`src/inc/tso_pkg.sv`:
```
// Constants for the capacitive touch oscillator control block
`default_nettype none
package tso_pkg;
    // Register indices on the plain register port
    localparam logic [1:0] TSO_ADDR_CTRL   = 2'h0;
    localparam logic [1:0] TSO_ADDR_CHAN   = 2'h1;
    localparam logic [1:0] TSO_ADDR_WIDE   = 2'h2;
    localparam logic [1:0] TSO_ADDR_COUNT8 = 2'h3;
    // Control register fields
    localparam int TSO_BIT_ENABLE   = 7;
    localparam int TSO_BIT_REFMODE  = 6;
    localparam int TSO_BIT_RANGE_HI = 3;
    localparam int TSO_BIT_RANGE_LO = 2;
    localparam int TSO_BIT_DIR      = 1;
    localparam int TSO_BIT_TIMER_ZERO_EXTERNAL_CLOCK_SELECT    = 0;
    // Wide timer control fields
    localparam int TSO_BIT_WSRC_HI  = 7;
    localparam int TSO_BIT_WSRC_LO  = 6;
    localparam int TSO_BIT_W8CS     = 2;
    localparam int TSO_BIT_WGE      = 1;
    localparam int TSO_BIT_WON      = 0;
    // Encodings
    localparam logic [1:0] TSO_RANGE_OFF  = 2'h0;
    localparam logic [1:0] TSO_RANGE_LOW  = 2'h1;
    localparam logic [1:0] TSO_RANGE_MED  = 2'h2;
    localparam logic [1:0] TSO_RANGE_HIGH = 2'h3;
    localparam logic [1:0] TSO_WSRC_OSC   = 2'h3;
    localparam logic [7:0] TSO_CTRL_RESET = 8'h00;
    localparam logic [7:0] TSO_CTRL_WMASK = 8'hcd;
    localparam logic [7:0] TSO_CHAN_WMASK = 8'h07;
    localparam logic [7:0] TSO_WIDE_WMASK = 8'hc7;
    // Oscillator drive modes
    typedef enum {
        TSO_OSC_OFF,
        TSO_OSC_NOISE,
        TSO_OSC_LOW,
        TSO_OSC_MED,
        TSO_OSC_HIGH
    } tso_osc_mode_t;
endpackage
`default_nettype wire

```
`src/hw/tso_ctrl.sv`:
```
// Capacitive touch oscillator control and counting logic
//
// Overview of operation
// - Enable bit 7 turns the module on, and the oscillator unless fixed range 00; zero turns it off.
// - Bit 6 one picks variable external thresholds; zero picks fixed ones.
// - Bits 3 to 2 hold a two-bit range field, four ranges per mode.
// - Variable mode: 11 high, 10 medium, 01 low, 00 noise detection.
// - Fixed mode: 00 oscillator off, 01 low, 10 medium, 11 high.
// - Noise detection drops only the current source, comparators stay on.
// - Direction status reads one while sourcing, zero while sinking.
// - Three-bit channel picks one of eight inputs only while enabled.
// - Clock select bit 0, with wide register bit 2 set, routes the oscillator to the 8-bit timer.
// - Wide timer source 11 clocks the 16-bit timer from the oscillator.
// - Wide timer off when on bit 0; gate enable restricts counting.
// - Oscillator keeps running in sleep while enabled; wide timer counts.
// - The 8-bit timer does not count during sleep.
//
// Local design decisions: the placing of the registers and the plain strobed port.
`default_nettype none
module tso_ctrl
    import tso_pkg::*;
#(
    parameter int CHANNELS = 8
) (
    // Clock and reset
    input  wire logic        sys_clk_i,
    input  wire logic        rst_i,
    // Register port
    input  wire logic [1:0]  reg_addr_i,
    input  wire logic [7:0]  reg_wdata_i,
    input  wire logic        reg_wr_i,
    input  wire logic        reg_rd_i,
    output logic      [7:0]  reg_rdata_o,
    // Core state and outside timer signals
    input  wire logic        sleep_i,
    input  wire logic        wide_gate_i,
    // Analog oscillator front end
    input  wire logic        osc_level_i,
    output logic             osc_enable_o,
    output logic             current_source_en_o,
    output logic             comparator_en_o,
    output logic             variable_ref_o,
    output logic      [1:0]  current_level_o,
    output logic      [7:0]  sense_input_pin_sel_o,
    // Counting clocks to the timers
    output logic             eight_bit_count_en_o,
    output logic             wide_count_en_o
);

    initial begin
        if (CHANNELS != 8) begin
            $error("tso_ctrl supports exactly eight sense inputs");
        end
    end

    typedef struct packed {
        logic [7:0] ctrl;
        logic [2:0] chan;
        logic [7:0] wide;
        logic [7:0] count8;
        logic       sync1;
        logic       sync2;
        logic       sync3;
        logic [7:0] rdata;
        logic       osc_en;
        logic       src_en;
        logic       cmp_en;
        logic       vref;
        logic [1:0] level;
        logic [7:0] pin_sel;
        logic       en8;
        logic       enw;
    } tso_state_t;

    tso_state_t r;
    tso_state_t next_r;

    function automatic tso_osc_mode_t osc_mode(input logic en,
                                               input logic vmode,
                                               input logic [1:0] rng);
        tso_osc_mode_t m;
        m = TSO_OSC_OFF;
        if (en) begin
            case (rng)
                TSO_RANGE_OFF: begin
                    m = vmode ? TSO_OSC_NOISE : TSO_OSC_OFF;
                end
                TSO_RANGE_LOW:  m = TSO_OSC_LOW;
                TSO_RANGE_MED:  m = TSO_OSC_MED;
                TSO_RANGE_HIGH: m = TSO_OSC_HIGH;
                default:        m = TSO_OSC_OFF;
            endcase
        end
        return m;
    endfunction

    function automatic logic [7:0] merge(input logic [7:0] old,
                                         input logic [7:0] wd,
                                         input logic [7:0] mask);
        return (old & ~mask) | (wd & mask);
    endfunction

    // Oscillator powered for this enable, reference mode and range
    function automatic logic osc_runs(input logic       en,
                                      input logic       vmode,
                                      input logic [1:0] rng);
        return en && (vmode || (rng != TSO_RANGE_OFF));
    endfunction

    // Wide timer clock source field points at the oscillator
    function automatic logic wide_from_osc(input logic [7:0] w);
        return w[TSO_BIT_WSRC_HI:TSO_BIT_WSRC_LO] == TSO_WSRC_OSC;
    endfunction

    tso_osc_mode_t mode;
    logic          osc_edge;
    logic          wide_on;
    logic          wide_gated;

    always_comb begin
        next_r = r;
        mode = osc_mode(r.ctrl[TSO_BIT_ENABLE], r.ctrl[TSO_BIT_REFMODE],
                        r.ctrl[TSO_BIT_RANGE_HI:TSO_BIT_RANGE_LO]);
        // Oscillator level passes two flops before use
        next_r.sync1 = osc_level_i;
        next_r.sync2 = r.sync1;
        next_r.sync3 = r.sync2;
        osc_edge = r.sync2 & ~r.sync3;
        // Status bit tracks direction; oscillator off reads sinking
        next_r.ctrl[TSO_BIT_DIR] = (mode != TSO_OSC_OFF) & r.sync2;
        // Front end controls; sleep does not stop the oscillator
        next_r.osc_en = (mode != TSO_OSC_OFF);
        next_r.cmp_en = (mode != TSO_OSC_OFF);
        next_r.src_en = (mode != TSO_OSC_OFF) && (mode != TSO_OSC_NOISE);
        next_r.vref = r.ctrl[TSO_BIT_REFMODE];
        case (mode)
            TSO_OSC_LOW:  next_r.level = TSO_RANGE_LOW;
            TSO_OSC_MED:  next_r.level = TSO_RANGE_MED;
            TSO_OSC_HIGH: next_r.level = TSO_RANGE_HIGH;
            default:      next_r.level = TSO_RANGE_OFF;
        endcase
        next_r.pin_sel = r.ctrl[TSO_BIT_ENABLE] ?
                         (8'h01 << r.chan) : 8'h00;
        // 8-bit timer counts oscillator edges, never in sleep
        next_r.en8 = osc_edge & r.ctrl[TSO_BIT_TIMER_ZERO_EXTERNAL_CLOCK_SELECT] &
                     r.wide[TSO_BIT_W8CS] & ~sleep_i;
        wide_on = r.wide[TSO_BIT_WON];
        wide_gated = ~r.wide[TSO_BIT_WGE] | wide_gate_i;
        next_r.enw = osc_edge & wide_on & wide_gated &
                     wide_from_osc(r.wide);
        if (next_r.en8) begin
            next_r.count8 = r.count8 + 8'h01;
        end
        // Register writes; status bit is read-only
        if (reg_wr_i) begin
            case (reg_addr_i)
                TSO_ADDR_CTRL:
                    next_r.ctrl = merge(next_r.ctrl, reg_wdata_i,
                                        TSO_CTRL_WMASK);
                TSO_ADDR_CHAN:
                    next_r.chan = reg_wdata_i[2:0];
                TSO_ADDR_WIDE:
                    next_r.wide = merge(r.wide, reg_wdata_i, TSO_WIDE_WMASK);
                TSO_ADDR_COUNT8:
                    next_r.count8 = reg_wdata_i;
                default: ;
            endcase
        end
        next_r.rdata = 8'h00;
        if (reg_rd_i) begin
            case (reg_addr_i)
                TSO_ADDR_CTRL:   next_r.rdata = r.ctrl;
                TSO_ADDR_CHAN:   next_r.rdata = {5'h00, r.chan};
                TSO_ADDR_WIDE:   next_r.rdata = r.wide & TSO_WIDE_WMASK;
                TSO_ADDR_COUNT8: next_r.rdata = r.count8;
                default:         next_r.rdata = 8'h00;
            endcase
        end
    end

    always_ff @(posedge sys_clk_i or posedge rst_i) begin
        if (rst_i) begin
            r <= '0;
        end else begin
            r <= next_r;
        end
    end

    assign reg_rdata_o          = r.rdata;
    assign osc_enable_o         = r.osc_en;
    assign current_source_en_o  = r.src_en;
    assign comparator_en_o      = r.cmp_en;
    assign variable_ref_o       = r.vref;
    assign current_level_o      = r.level;
    assign sense_input_pin_sel_o = r.pin_sel;
    assign eight_bit_count_en_o = r.en8;
    assign wide_count_en_o      = r.enw;

    // Enable and range decode
    AST_OFF_WHEN_DISABLED: assert property (
        @(posedge sys_clk_i) disable iff (rst_i)
        !r.ctrl[TSO_BIT_ENABLE] |=>
        !osc_enable_o && sense_input_pin_sel_o == 8'h00)
        else $error("oscillator active while disabled");

    AST_ENABLE_ON: assert property (
        @(posedge sys_clk_i) disable iff (rst_i)
        osc_runs(r.ctrl[TSO_BIT_ENABLE], r.ctrl[TSO_BIT_REFMODE],
                 r.ctrl[TSO_BIT_RANGE_HI:TSO_BIT_RANGE_LO]) |=> osc_enable_o)
        else $error("oscillator not started while enabled");

    AST_FIXED_OFF: assert property (
        @(posedge sys_clk_i) disable iff (rst_i)
        r.ctrl[TSO_BIT_ENABLE] && !r.ctrl[TSO_BIT_REFMODE] &&
        r.ctrl[TSO_BIT_RANGE_HI:TSO_BIT_RANGE_LO] == TSO_RANGE_OFF
        |=> !osc_enable_o)
        else $error("fixed mode range zero did not stop oscillator");

    AST_FIXED_RANGE: assert property (
        @(posedge sys_clk_i) disable iff (rst_i)
        r.ctrl[TSO_BIT_ENABLE] && !r.ctrl[TSO_BIT_REFMODE] &&
        r.ctrl[TSO_BIT_RANGE_HI:TSO_BIT_RANGE_LO] != TSO_RANGE_OFF
        |=> current_source_en_o &&
        current_level_o == $past(r.ctrl[TSO_BIT_RANGE_HI:TSO_BIT_RANGE_LO]))
        else $error("fixed mode range not applied");

    AST_NOISE_MODE: assert property (
        @(posedge sys_clk_i) disable iff (rst_i)
        r.ctrl[TSO_BIT_ENABLE] && r.ctrl[TSO_BIT_REFMODE] &&
        r.ctrl[TSO_BIT_RANGE_HI:TSO_BIT_RANGE_LO] == TSO_RANGE_OFF
        |=> osc_enable_o && comparator_en_o && !current_source_en_o)
        else $error("noise mode front end wrong");

    AST_RANGE_LEVEL: assert property (
        @(posedge sys_clk_i) disable iff (rst_i)
        r.ctrl[TSO_BIT_ENABLE] &&
        r.ctrl[TSO_BIT_RANGE_HI:TSO_BIT_RANGE_LO] != TSO_RANGE_OFF |=>
        current_level_o == $past(r.ctrl[TSO_BIT_RANGE_HI:TSO_BIT_RANGE_LO])
        && current_source_en_o)
        else $error("current level does not follow range");

    AST_LEVEL_IDLE: assert property (
        @(posedge sys_clk_i) disable iff (rst_i)
        !current_source_en_o |-> current_level_o == TSO_RANGE_OFF)
        else $error("current level set without current source");

    // Front end consistency; only the source drops in noise mode
    AST_CMP_FOLLOWS: assert property (
        @(posedge sys_clk_i) disable iff (rst_i)
        comparator_en_o == osc_enable_o)
        else $error("comparators out of step with oscillator");

    AST_SRC_NEEDS_OSC: assert property (
        @(posedge sys_clk_i) disable iff (rst_i)
        current_source_en_o |-> osc_enable_o)
        else $error("current source on with oscillator off");

    AST_VREF: assert property (
        @(posedge sys_clk_i) disable iff (rst_i)
        ##1 variable_ref_o == $past(r.ctrl[TSO_BIT_REFMODE]))
        else $error("reference select mismatch");

    // Channel selection
    AST_CHANNEL: assert property (
        @(posedge sys_clk_i) disable iff (rst_i)
        r.ctrl[TSO_BIT_ENABLE] |=> $onehot(sense_input_pin_sel_o))
        else $error("channel select not one-hot");

    AST_CHAN_MAP: assert property (
        @(posedge sys_clk_i) disable iff (rst_i)
        r.ctrl[TSO_BIT_ENABLE] |=>
        sense_input_pin_sel_o == (8'h01 << $past(r.chan)))
        else $error("channel select picks wrong input");

    AST_CHAN_READ: assert property (
        @(posedge sys_clk_i) disable iff (rst_i)
        reg_rd_i && reg_addr_i == TSO_ADDR_CHAN |=>
        reg_rdata_o == {5'h00, $past(r.chan)})
        else $error("channel register read wrong");

    // Eight-bit timer counting
    AST_T0_SELECT: assert property (
        @(posedge sys_clk_i) disable iff (rst_i)
        eight_bit_count_en_o |->
        $past(r.ctrl[TSO_BIT_TIMER_ZERO_EXTERNAL_CLOCK_SELECT]) && $past(r.wide[TSO_BIT_W8CS]))
        else $error("8-bit count without oscillator clock select");

    AST_COUNT8_PULSE: assert property (
        @(posedge sys_clk_i) disable iff (rst_i)
        eight_bit_count_en_o |=> !eight_bit_count_en_o)
        else $error("8-bit count pulse longer than one cycle");

    AST_COUNT8_STEP: assert property (
        @(posedge sys_clk_i) disable iff (rst_i)
        eight_bit_count_en_o &&
        !$past(reg_wr_i && reg_addr_i == TSO_ADDR_COUNT8) |->
        r.count8 == $past(r.count8) + 8'h01)
        else $error("edge counter did not advance");

    AST_SLEEP8: assert property (
        @(posedge sys_clk_i) disable iff (rst_i)
        sleep_i |=> !eight_bit_count_en_o)
        else $error("8-bit timer counted in sleep");

    // Wide timer counting
    AST_WIDE_OFF: assert property (
        @(posedge sys_clk_i) disable iff (rst_i)
        !r.wide[TSO_BIT_WON] |=> !wide_count_en_o)
        else $error("wide timer counted while off");

    AST_WIDE_GATE: assert property (
        @(posedge sys_clk_i) disable iff (rst_i)
        wide_count_en_o |-> wide_from_osc($past(r.wide)) &&
        ($past(wide_gate_i) || !$past(r.wide[TSO_BIT_WGE])))
        else $error("wide count without oscillator source or gate");

    AST_WIDE_FREE: assert property (
        @(posedge sys_clk_i) disable iff (rst_i)
        r.sync2 && !r.sync3 && r.wide[TSO_BIT_WON] &&
        !r.wide[TSO_BIT_WGE] && wide_from_osc(r.wide) |=> wide_count_en_o)
        else $error("free running wide timer missed an edge");

    AST_WIDE_PULSE: assert property (
        @(posedge sys_clk_i) disable iff (rst_i)
        wide_count_en_o |=> !wide_count_en_o)
        else $error("wide count pulse longer than one cycle");

    // Sleep leaves the oscillator alone
    AST_SLEEP_OSC: assert property (
        @(posedge sys_clk_i) disable iff (rst_i)
        sleep_i && osc_runs(r.ctrl[TSO_BIT_ENABLE], r.ctrl[TSO_BIT_REFMODE],
                            r.ctrl[TSO_BIT_RANGE_HI:TSO_BIT_RANGE_LO])
        |=> osc_enable_o)
        else $error("oscillator stopped in sleep");

    // Direction status
    AST_SYNC_DIR: assert property (
        @(posedge sys_clk_i) disable iff (rst_i)
        osc_enable_o ##1 osc_enable_o |->
        r.ctrl[TSO_BIT_DIR] == $past(r.sync2))
        else $error("direction status not synchronised level");

    AST_DIR_OFF: assert property (
        @(posedge sys_clk_i) disable iff (rst_i)
        !osc_enable_o |-> !r.ctrl[TSO_BIT_DIR])
        else $error("direction status set with oscillator off");

endmodule
`default_nettype wire

```
`config.mk`:
```
export PLATFORM = sky130hd
export DESIGN_NAME = tso_ctrl
export DESIGN_NICKNAME = d
export VERILOG_FILES = /design/src/inc/tso_pkg.sv /design/src/hw/tso_ctrl.sv
export SDC_FILE = /design/constraint.sdc
export NUM_CORES = 1
export LEC_CHECK = 0
export ABC_AREA = 1
export ABC_CLOCK_PERIOD_IN_PS = 1500
export BUFFER_PORTS_ARGS = -buffer_cell sky130_fd_sc_hd__buf_2
export CAP_MARGIN = 5
export CORE_ASPECT_RATIO = 1.25
export CORE_MARGIN = 2
export CORE_UTILIZATION = 51
export CTS_BUF_LIST = sky130_fd_sc_hd__clkbuf_8
export DETAILED_ROUTE_END_ITERATION = 12
export PLACE_DENSITY = 0.77
export SETUP_SLACK_MARGIN = 0.3
export SLEW_MARGIN = 20
export SYNTH_ARGS = -nofsm -noshare
export SYNTH_HDL_FRONTEND = slang
export SYNTH_SLANG_ARGS = --single-unit
```
`constraint.sdc`:
```
create_clock -name sys_clk_i -period 1.5 [get_ports sys_clk_i]
set_input_delay 0.3 -clock sys_clk_i [delete_from_list [all_inputs] [get_ports sys_clk_i]]
set_output_delay 0.3 -clock sys_clk_i [all_outputs]
set_load 0.1 [all_outputs]
```
Word level (Yosys, flattened, before mapping). Cells that the tools add are included.

Eq/ne operators: 11. $lt $le $gt $ge: 0. Shift operators: 1. Multiplexer cells: 13. Multiply operators: 0. Bitwise operators: 14. Divide/modulo/power cells: 0. Reductions and logical operators: 7. $add $sub $neg: 1.

Operators with widths (number): case mux 32 bit (4 select lines) (1); equality test 32 x 2 -> 1 bit (second input constant) (2); two-way mux 8 bit (5); equality test 32 x 3 -> 1 bit (second input constant) (1); two-way mux 32 bit (1); != test 32 x 2 -> 1 bit (second input constant) (1); case mux 8 bit (4 select lines) (1); nonzero test 32 bit (1); two-way mux 21 bit (1); bitwise OR 6 x 8 -> 8 bit (2); equality test 2 bit (second input constant) (5); adder 8 x 1 -> 8 bit (second input constant) (1); bitwise AND 1 bit (8); << shifter 1 x 3 -> 8 bit (first input constant) (1); case mux 2 bit (3 select lines) (1); AND reduction 2 bit (3); equality test 2 x 1 -> 1 bit (second input constant) (2); zero test 2 bit (2); two-way mux 3 bit (1); inverter 1 bit (3); two-way mux 2 bit (1); logical AND 1 bit (1); two-way mux 1 bit (1); bitwise OR 1 bit (1).

Bits in latches: 0. Bits in writable memories: 0. Flip-flop bits (word level): 53. Memories: 0. Bits of input ports: 17. Bits in read-only memories: 0. Output and inout bits: 24.

Logic depth before layout (Yosys ltp). Gate-level depths: netlist of run 1.

Depth after elaboration: 8. Gate-level depth with buffers: 8. Mapped depth without buffers: 8.

Least setup slack after synthesis of run 1. OpenSTA, ideal clock, no wires.

Path type: register to output. From: register, netlist name comparator_en_o. To: output port osc_enable_o. Path buffers: 1. Cell stages (with the launch flop): 2. Arrival: 1.324 ns. Required time: 1.200 ns. Path slack: -0.124 ns. Path through: dfrtp_1 -> buf_4.

RTL lines: end, declared (line tso_ctrl.sv:39) `output logic osc_enable_o,`.

==> flow_metrics.tcl, run 1 <==
set metrics [dict create \
    grt.total_usage 0.201 \
    yosys.area_share.simple 0.198 \
    netlist.area_leader.share 0.544 \
    fin_skew_ns 0.00868 \
    synth_compound_area_frac 0.0957 \
    drtAntennaViolNets 0 \
    row_count 26 \
    post_drt_via_cell_ratio 5.03 \
    synth_top_cell_by_area "dfrtp_1" \
    hold_ws_ns 0.00898 \
    synth_fa_ha_area_frac 0.0227 \
    fin_tns_setup_ns 0 \
    cts_max_level 2 \
    final_nets 312 \
    gr-total-overflow 0 \
    cts_sinks 48 \
    grt_pass1_wl_um 7630 \
    yosysWarnings 0 \
    cp-end-kind "flip-flop" \
    dp.cells 324 \
    rsz0062_at_grt "true" \
    core_area_mm2 0.00413 \
    synthArstFlopShare 1.00 \
    crit_path_start_kind "flip-flop" \
    synth_edf_count 0 \
    wl_um 5100 \
    r2r-start "r[49]$_DFFE_PP0P_" \
    grt_max_degree 29 \
    die_height_um 77.6 \
    rrSetupSlack_ns 0.25 \
    hp-class "in2async" \
    clk_latency_ns 0.30 \
    dp_hpwl_um 2960 \
    fmax_mhz 797 \
    pre_cts_slack_ns 0.155 \
    hold_violations 0 \
    die_area_mm2 0.00488 \
    worstReg2RegEnd "current_level_o[1]$_DFF_PP0_" \
    yosys_most_used_dff "dfrtp_1" \
    synth_xor_area_frac 0.0119 \
    num_vias 1750 \
    worstPathArrival_ns 1.45 \
    p_per_area_mw_per_mm2 1290 \
    crit_buf_inv 0 \
    first_global_vias 1612 \
    syn_area_per_cell_um2 8.95 \
    postCtsHoldBufs 0 \
    layout_common_cells "48 x nand2_1, 42 x dfrtp_1, 26 x inv_1, 21 x o21ai_0, 18 x nor2_1" \
    final_cells 348 \
    final-setup-viol-count 0 \
    clockBufferDepth 2 \
    antenna_found_initial 0 \
    cts.clk_slew.worst_paths_ns 0.09 \
    root_buffer "clkbuf_8" \
    synth.distinct_cells 27 \
    cts_inserted_buffers 5 \
    cts_tree "yes" \
    fin_crit_sh 0.836 \
    fin_ws_ns 0.246 \
    cp_cell_sequence "ha_1, nor2_2, nor2_2, o21ai_4, nand3_2, o21ai_1, nor2_1" \
    crit_family "flip-flops" \
    ys_ff_latch 48 \
    nFillCells 297 \
    tightestPinTransition_ns 0.455 \
    critPathMaxStageDelay_ns 0.45 \
    syn_nets 268 \
    drtIter0Drc 82 \
    drt_first_pass_iters 4 \
    path_common_cell "nor2_2" \
    synth_cells 247 \
    final_common_cell "nand2_1" \
    synthMuxAreaShare 0 \
    ff2ff_path_depth 7 \
    synthTopCellsByArea "dfrtp_1 54%, nand2_1 8.8%, buf_4 6.5%, o21ai_0 6.1%, inv_1 5.3%" \
    drcViolationCount 0 \
    drive_above_1_share 0.373 \
    io_pins 41 \
    finalMaxSlewViolations 0 \
    portBuffers 40 \
    irDropWorstVdd_uv 802 \
    insertedDiodeCount 0 \
    cp_max_fo 4 \
    routabilityCongestion 0.893 \
    status "finished, final reports clean" \
    syn-cell-area_mm2 0.00221 \
    worst_path_max_delay_cell "dfrtp_2" \
    worstSetupPathType "reg2reg" \
    required_ns 1.69 \
    synth_top_family_by_area "simple AND/OR/NAND/NOR gates" \
    fin_crit_ns 1.25 \
    p_leak_nw 1.50 \
    wl_per_cell_um 14.7 \
    relSlewSlack 0.696 \
    die_w_um 62.9 \
    ys_seq_area_frac 0.544 \
    cap_violations 0 \
    area_delta_synth_final_pct 35.8 \
    start_util 0.535 \
]
-- power breakdown --
part	switching, mW	internal (mW)	leakage, nW
clock	0.407	0.371	0.0526
sequential	0.191	1.46	0.603
combinational	0.907	0.531	0.842
-- layer usage --
metal	wire, µm	GRT usage	share of wire
met4	105	0.100	0.021
met5	0	0	0
met2	2700	0.324	0.53
met1	2050	0.254	0.40
met3	239	0.0449	0.047
-- logic make-up (layout without fill, tap and decap cells) --
family | Yosys count | in the layout
simple gates | 98 | 99
buf+inv | 54 | 98
flops | 48 | 48
compound gates | 40 | 40
fa+ha+maj | 4 | 4
xor+xnor | 3 | 3
-- state kept, by name, indices dropped and copies added, names as in the netlist --
register               flops
next_r                     3
sense_input_pin_sel_o      8
current_level_o            2
wide_count_en_o            1
reg_rdata_o                8
comparator_en_o            1
r                         22
eight_bit_count_en_o       1
variable_ref_o             1
current_source_en_o        1
-- final cells by class --
cell class              count  area [µm²]  share of cell area
repair buffers             56         602               0.201
inverters                  34         136              0.0454
clock inverters             2        12.5             0.00417
well taps                  56        70.1              0.0233
multi-input cells         146         890               0.296
clock buffers               6        82.6              0.0275
flip-flops and latches     48        1210               0.403
-- cells in the mapped netlist (2+ instances only) --
cell type,n
nand2_1,52
dfrtp_1,48
inv_1,31
o21ai_0,27
nor2_1,24
buf_4,19
a21oi_1,7
nand3_1,7
ha_1,4
a31oi_1,3
nand3_2,3
nor3_1,3
inv_2,2
nand2_2,2
nand2_4,2
xnor2_1,2
-- per-stage QoR --
step / power [mW] / cell area (µm²) / utilization
2_1_floorplan: 2.48 / 2220 / -
3_3_place_gp: 2.60 / 2350 / 0.570
3_5_place_dp: 2.62 / 2350 / 0.570
4_1_cts: 3.56 / 2670 / 0.647
5_1_grt: 4.06 / 3000 / 0.727
6_report: 3.87 / 3000 / 0.727
-- timing repair --
item,4_1_cts,5_1_grt
setup endpoints to repair,34,30
setup buffers,8,7
gates cloned,0,1
gates resized for setup,53,71
pin swaps,5,19
-- how the worst max path moves through the flow --
stage	start	end	slack, ns	cells after the start
2_1_floorplan	comparator_en_o$_DFF_PP0_	osc_enable_o	0.16	1
3_3_place_gp	r[49]$_DFFE_PP0P_	current_level_o[1]$_DFF_PP0_	0.25	8
3_5_place_dp	r[48]$_DFFE_PP0P_	current_level_o[1]$_DFF_PP0_	0.15	8
4_1_cts	r[49]$_DFFE_PP0P_	current_level_o[1]$_DFF_PP0_	0.27	8
5_1_grt	r[48]$_DFFE_PP0P_	current_level_o[1]$_DFF_PP0_	0.15	8
6_report	r[49]$_DFFE_PP0P_	current_level_o[1]$_DFF_PP0_	0.25	7
-- worst register-to-register path: stages (launching register included) --
cell and delay [ns]:
dfrtp_2 0.45, ha_1 0.20, nor2_2 0.12, nor2_2 0.06, o21ai_4 0.08, nand3_2 0.09, o21ai_1 0.09, nor2_1 0.06
Note: power is estimated with default switching activity, not from simulation.
==> run 2, diff against run 1 <==
- ABC_CLOCK_PERIOD_IN_PS: 1500 -> 1100
- clock period: 1.5 -> 1.1 ns (I/O delays scaled with it)
==> run 2 against run 1 <==
Compared with the run above: the run now ends with setup timing left; register-to-register slack worse by 0.40 ns; first-iteration DRC count is 3.7% lower; global-route usage is 3.6 points higher; wire length is 25% higher; worst hold slack better by 0.0075 ns; die area stayed put.
==> flow_metrics.tcl, run 2 (synthesized netlist as in run 1, its figures left out) <==
set metrics [dict create \
    io_pins 41 \
    final_nets 335 \
    nFillCells 203 \
    cts.clk_slew.worst_paths_ns 0.09 \
    clockBufferDepth 2 \
    worstPathArrival_ns 1.46 \
    worstReg2RegEnd "r[27]$_DFF_PP0_" \
    multiInputGateArea_mm2 0.00103 \
    num_vias 1978 \
    crit_family "simple AND/OR/NAND/NOR gates" \
    worstSetupPathType "reg2reg" \
    post_drt_via_cell_ratio 5.33 \
    row_count 26 \
    violations "setup timing" \
    dp_hpwl_um 3720 \
    root_buffer "clkbuf_8" \
    hp-class "in2reg" \
    core_area_mm2 0.00413 \
    irDropWorstVdd_uv 1220 \
    cts_sinks 48 \
    drtIter0Drc 79 \
    largest_reg_flops 22 \
    fin_crit_sh 1.14 \
    final-setup-viol-count 25 \
    cts_tree "yes" \
    first_global_vias 1957 \
    die_area_mm2 0.00488 \
    cts_max_level 2 \
    required_ns 1.31 \
    r2r-start "r[37]$_DFFE_PP0P_" \
    grt.total_usage 0.237 \
    worst_path_max_delay_cell "dfrtp_1" \
    hold_violations 0 \
    hold_path_end "next_r[25]$_DFF_PP0_" \
    area_delta_synth_final_pct 57.9 \
    crit_path_start_kind "flip-flop" \
    antenna_found_initial 0 \
    die_height_um 77.6 \
    fmax_mhz 797 \
    hold_depth 1 \
    fin_skew_ns 0.00933 \
    grt_max_degree 49 \
    rrSetupSlack_ns -0.15 \
    portBuffers 40 \
    ff_latch_area_mm2 0.00123 \
    layout_common_cells "37 x nand2_1, 36 x dfrtp_1, 25 x buf_12, 23 x inv_1, 22 x buf_4" \
    grt_pass1_wl_um 8980 \
    crit_buf_inv 0 \
    critPathMaxStageDelay_ns 0.40 \
    wl_per_cell_um 17.2 \
    cp_max_fo 5 \
    fin_ws_ns -0.155 \
    insertedDiodeCount 0 \
    gr-total-overflow 0 \
    relSlewSlack 0.816 \
    rsz0062_at_grt "true" \
    cp_cell_sequence "nand2_2, nor2_4, nand2_4, or2_1, a22oi_1" \
    cap_violations 0 \
    hp-start "osc_level_i" \
    fin_crit_ns 1.25 \
    drt_first_pass_iters 4 \
    drive_above_1_share 0.549 \
    wl_um 6370 \
    final_util 0.845 \
    die_w_um 62.9 \
    p_leak_nw 1.67 \
    p_per_area_mw_per_mm2 1640 \
    tightestPinTransition_ns 0.276 \
    cts_inserted_buffers 5 \
    cp-end-kind "flip-flop" \
    clk_latency_ns 0.30 \
    drcViolationCount 0 \
    final_common_cell "nand2_1" \
    regMostFlops "r" \
    status "finished, violations left" \
    drtAntennaViolNets 0 \
    finalMaxSlewViolations 0 \
    ff2ff_path_depth 5 \
    start_util 0.535 \
    fin_tns_setup_ns -1.65 \
    routabilityCongestion 0.899 \
]
run 2: cell count changes in the layout (fill, tap and decap cells not counted), sizes merged:
| cell | previous run | this run |
|---|---|---|
| buf | 56 | 77 |
| dlygate4sd3 | 0 | 1 |
| inv | 34 | 35 |
run 2: area by class of cell:
type	instances	area share
flip-flops and latches	48	0.352
repair buffers	79	0.269
well taps	56	0.0201
multi-input cells	146	0.294
clock inverters	3	0.00359
clock buffers	5	0.0197
inverters	34	0.0412
run 2: how the worst max path moves through the flow:
stage / startpoint / endpoint / slack, ns / cells after the start
floorplan: comparator_en_o$_DFF_PP0_ / osc_enable_o / -0.06 / 1
global placement: r[48]$_DFFE_PP0P_ / current_level_o[1]$_DFF_PP0_ / -0.06 / 8
detailed placement: r[48]$_DFFE_PP0P_ / current_level_o[1]$_DFF_PP0_ / -0.12 / 8
CTS: comparator_en_o$_DFF_PP0_ / comparator_en_o / -0.12 / 1
global route: r[37]$_DFFE_PP0P_ / r[33]$_DFF_PP0_ / -0.21 / 8
finish: r[37]$_DFFE_PP0P_ / r[27]$_DFF_PP0_ / -0.15 / 5
run 2: power breakdown:
group | internal [mW] | switching (mW)
Clock | 0.429 | 0.578
Combinational | 1.01 | 1.43
Sequential | 2.01 | 0.272
Total | 3.45 | 2.28
run 2: repair_timing:
| item | 4_1_cts | 5_1_grt |
|---|---|---|
| pin swaps | 25 | 21 |
| setup buffers | 11 | 7 |
| hold endpoints to repair | 48 | 0 |
| hold buffers | 1 | 0 |
| gates cloned | 1 | 1 |
| resized for setup | 46 | 52 |
| endpoints found under the setup margin | 56 | 106 |
run 2: worst reg2reg max path, delay by kind of cell (launching register included):
kind             cells  cell delay, ns
flip-flops           1            0.40
AO/OA/AOI/OAI        1            0.15
AND/OR/NAND/NOR      4            0.62
run 2: through the flow:
stage                     total power [mW]  setup WS, ns  hold WS (ns)  area [µm²]  instances
after floorplan                       3.50       -0.0621         0.250        2300        247
after global placement                4.12       -0.0597         0.294        2930        342
after detailed placement              4.18        -0.123         0.298        2930        342
after CTS                             5.37        -0.118        0.0132        3260        363
after global routing                  5.94        -0.212       0.00637        3490        371
final                                 5.73        -0.155        0.0165        3490        371
run 2: routing by layer:
metal | GRT usage | share of wire | up-vias | wire (µm)
met3 | 0.0522 | 0.048 | 19 | 306
met1 | 0.262 | 0.37 | 967 | 2330
met4 | 0.0733 | 0.027 | 0 | 174
met2 | 0.447 | 0.56 | 96 | 3560
li1 | - | - | 896 | -
met5 | 0 | 0 | - | 0
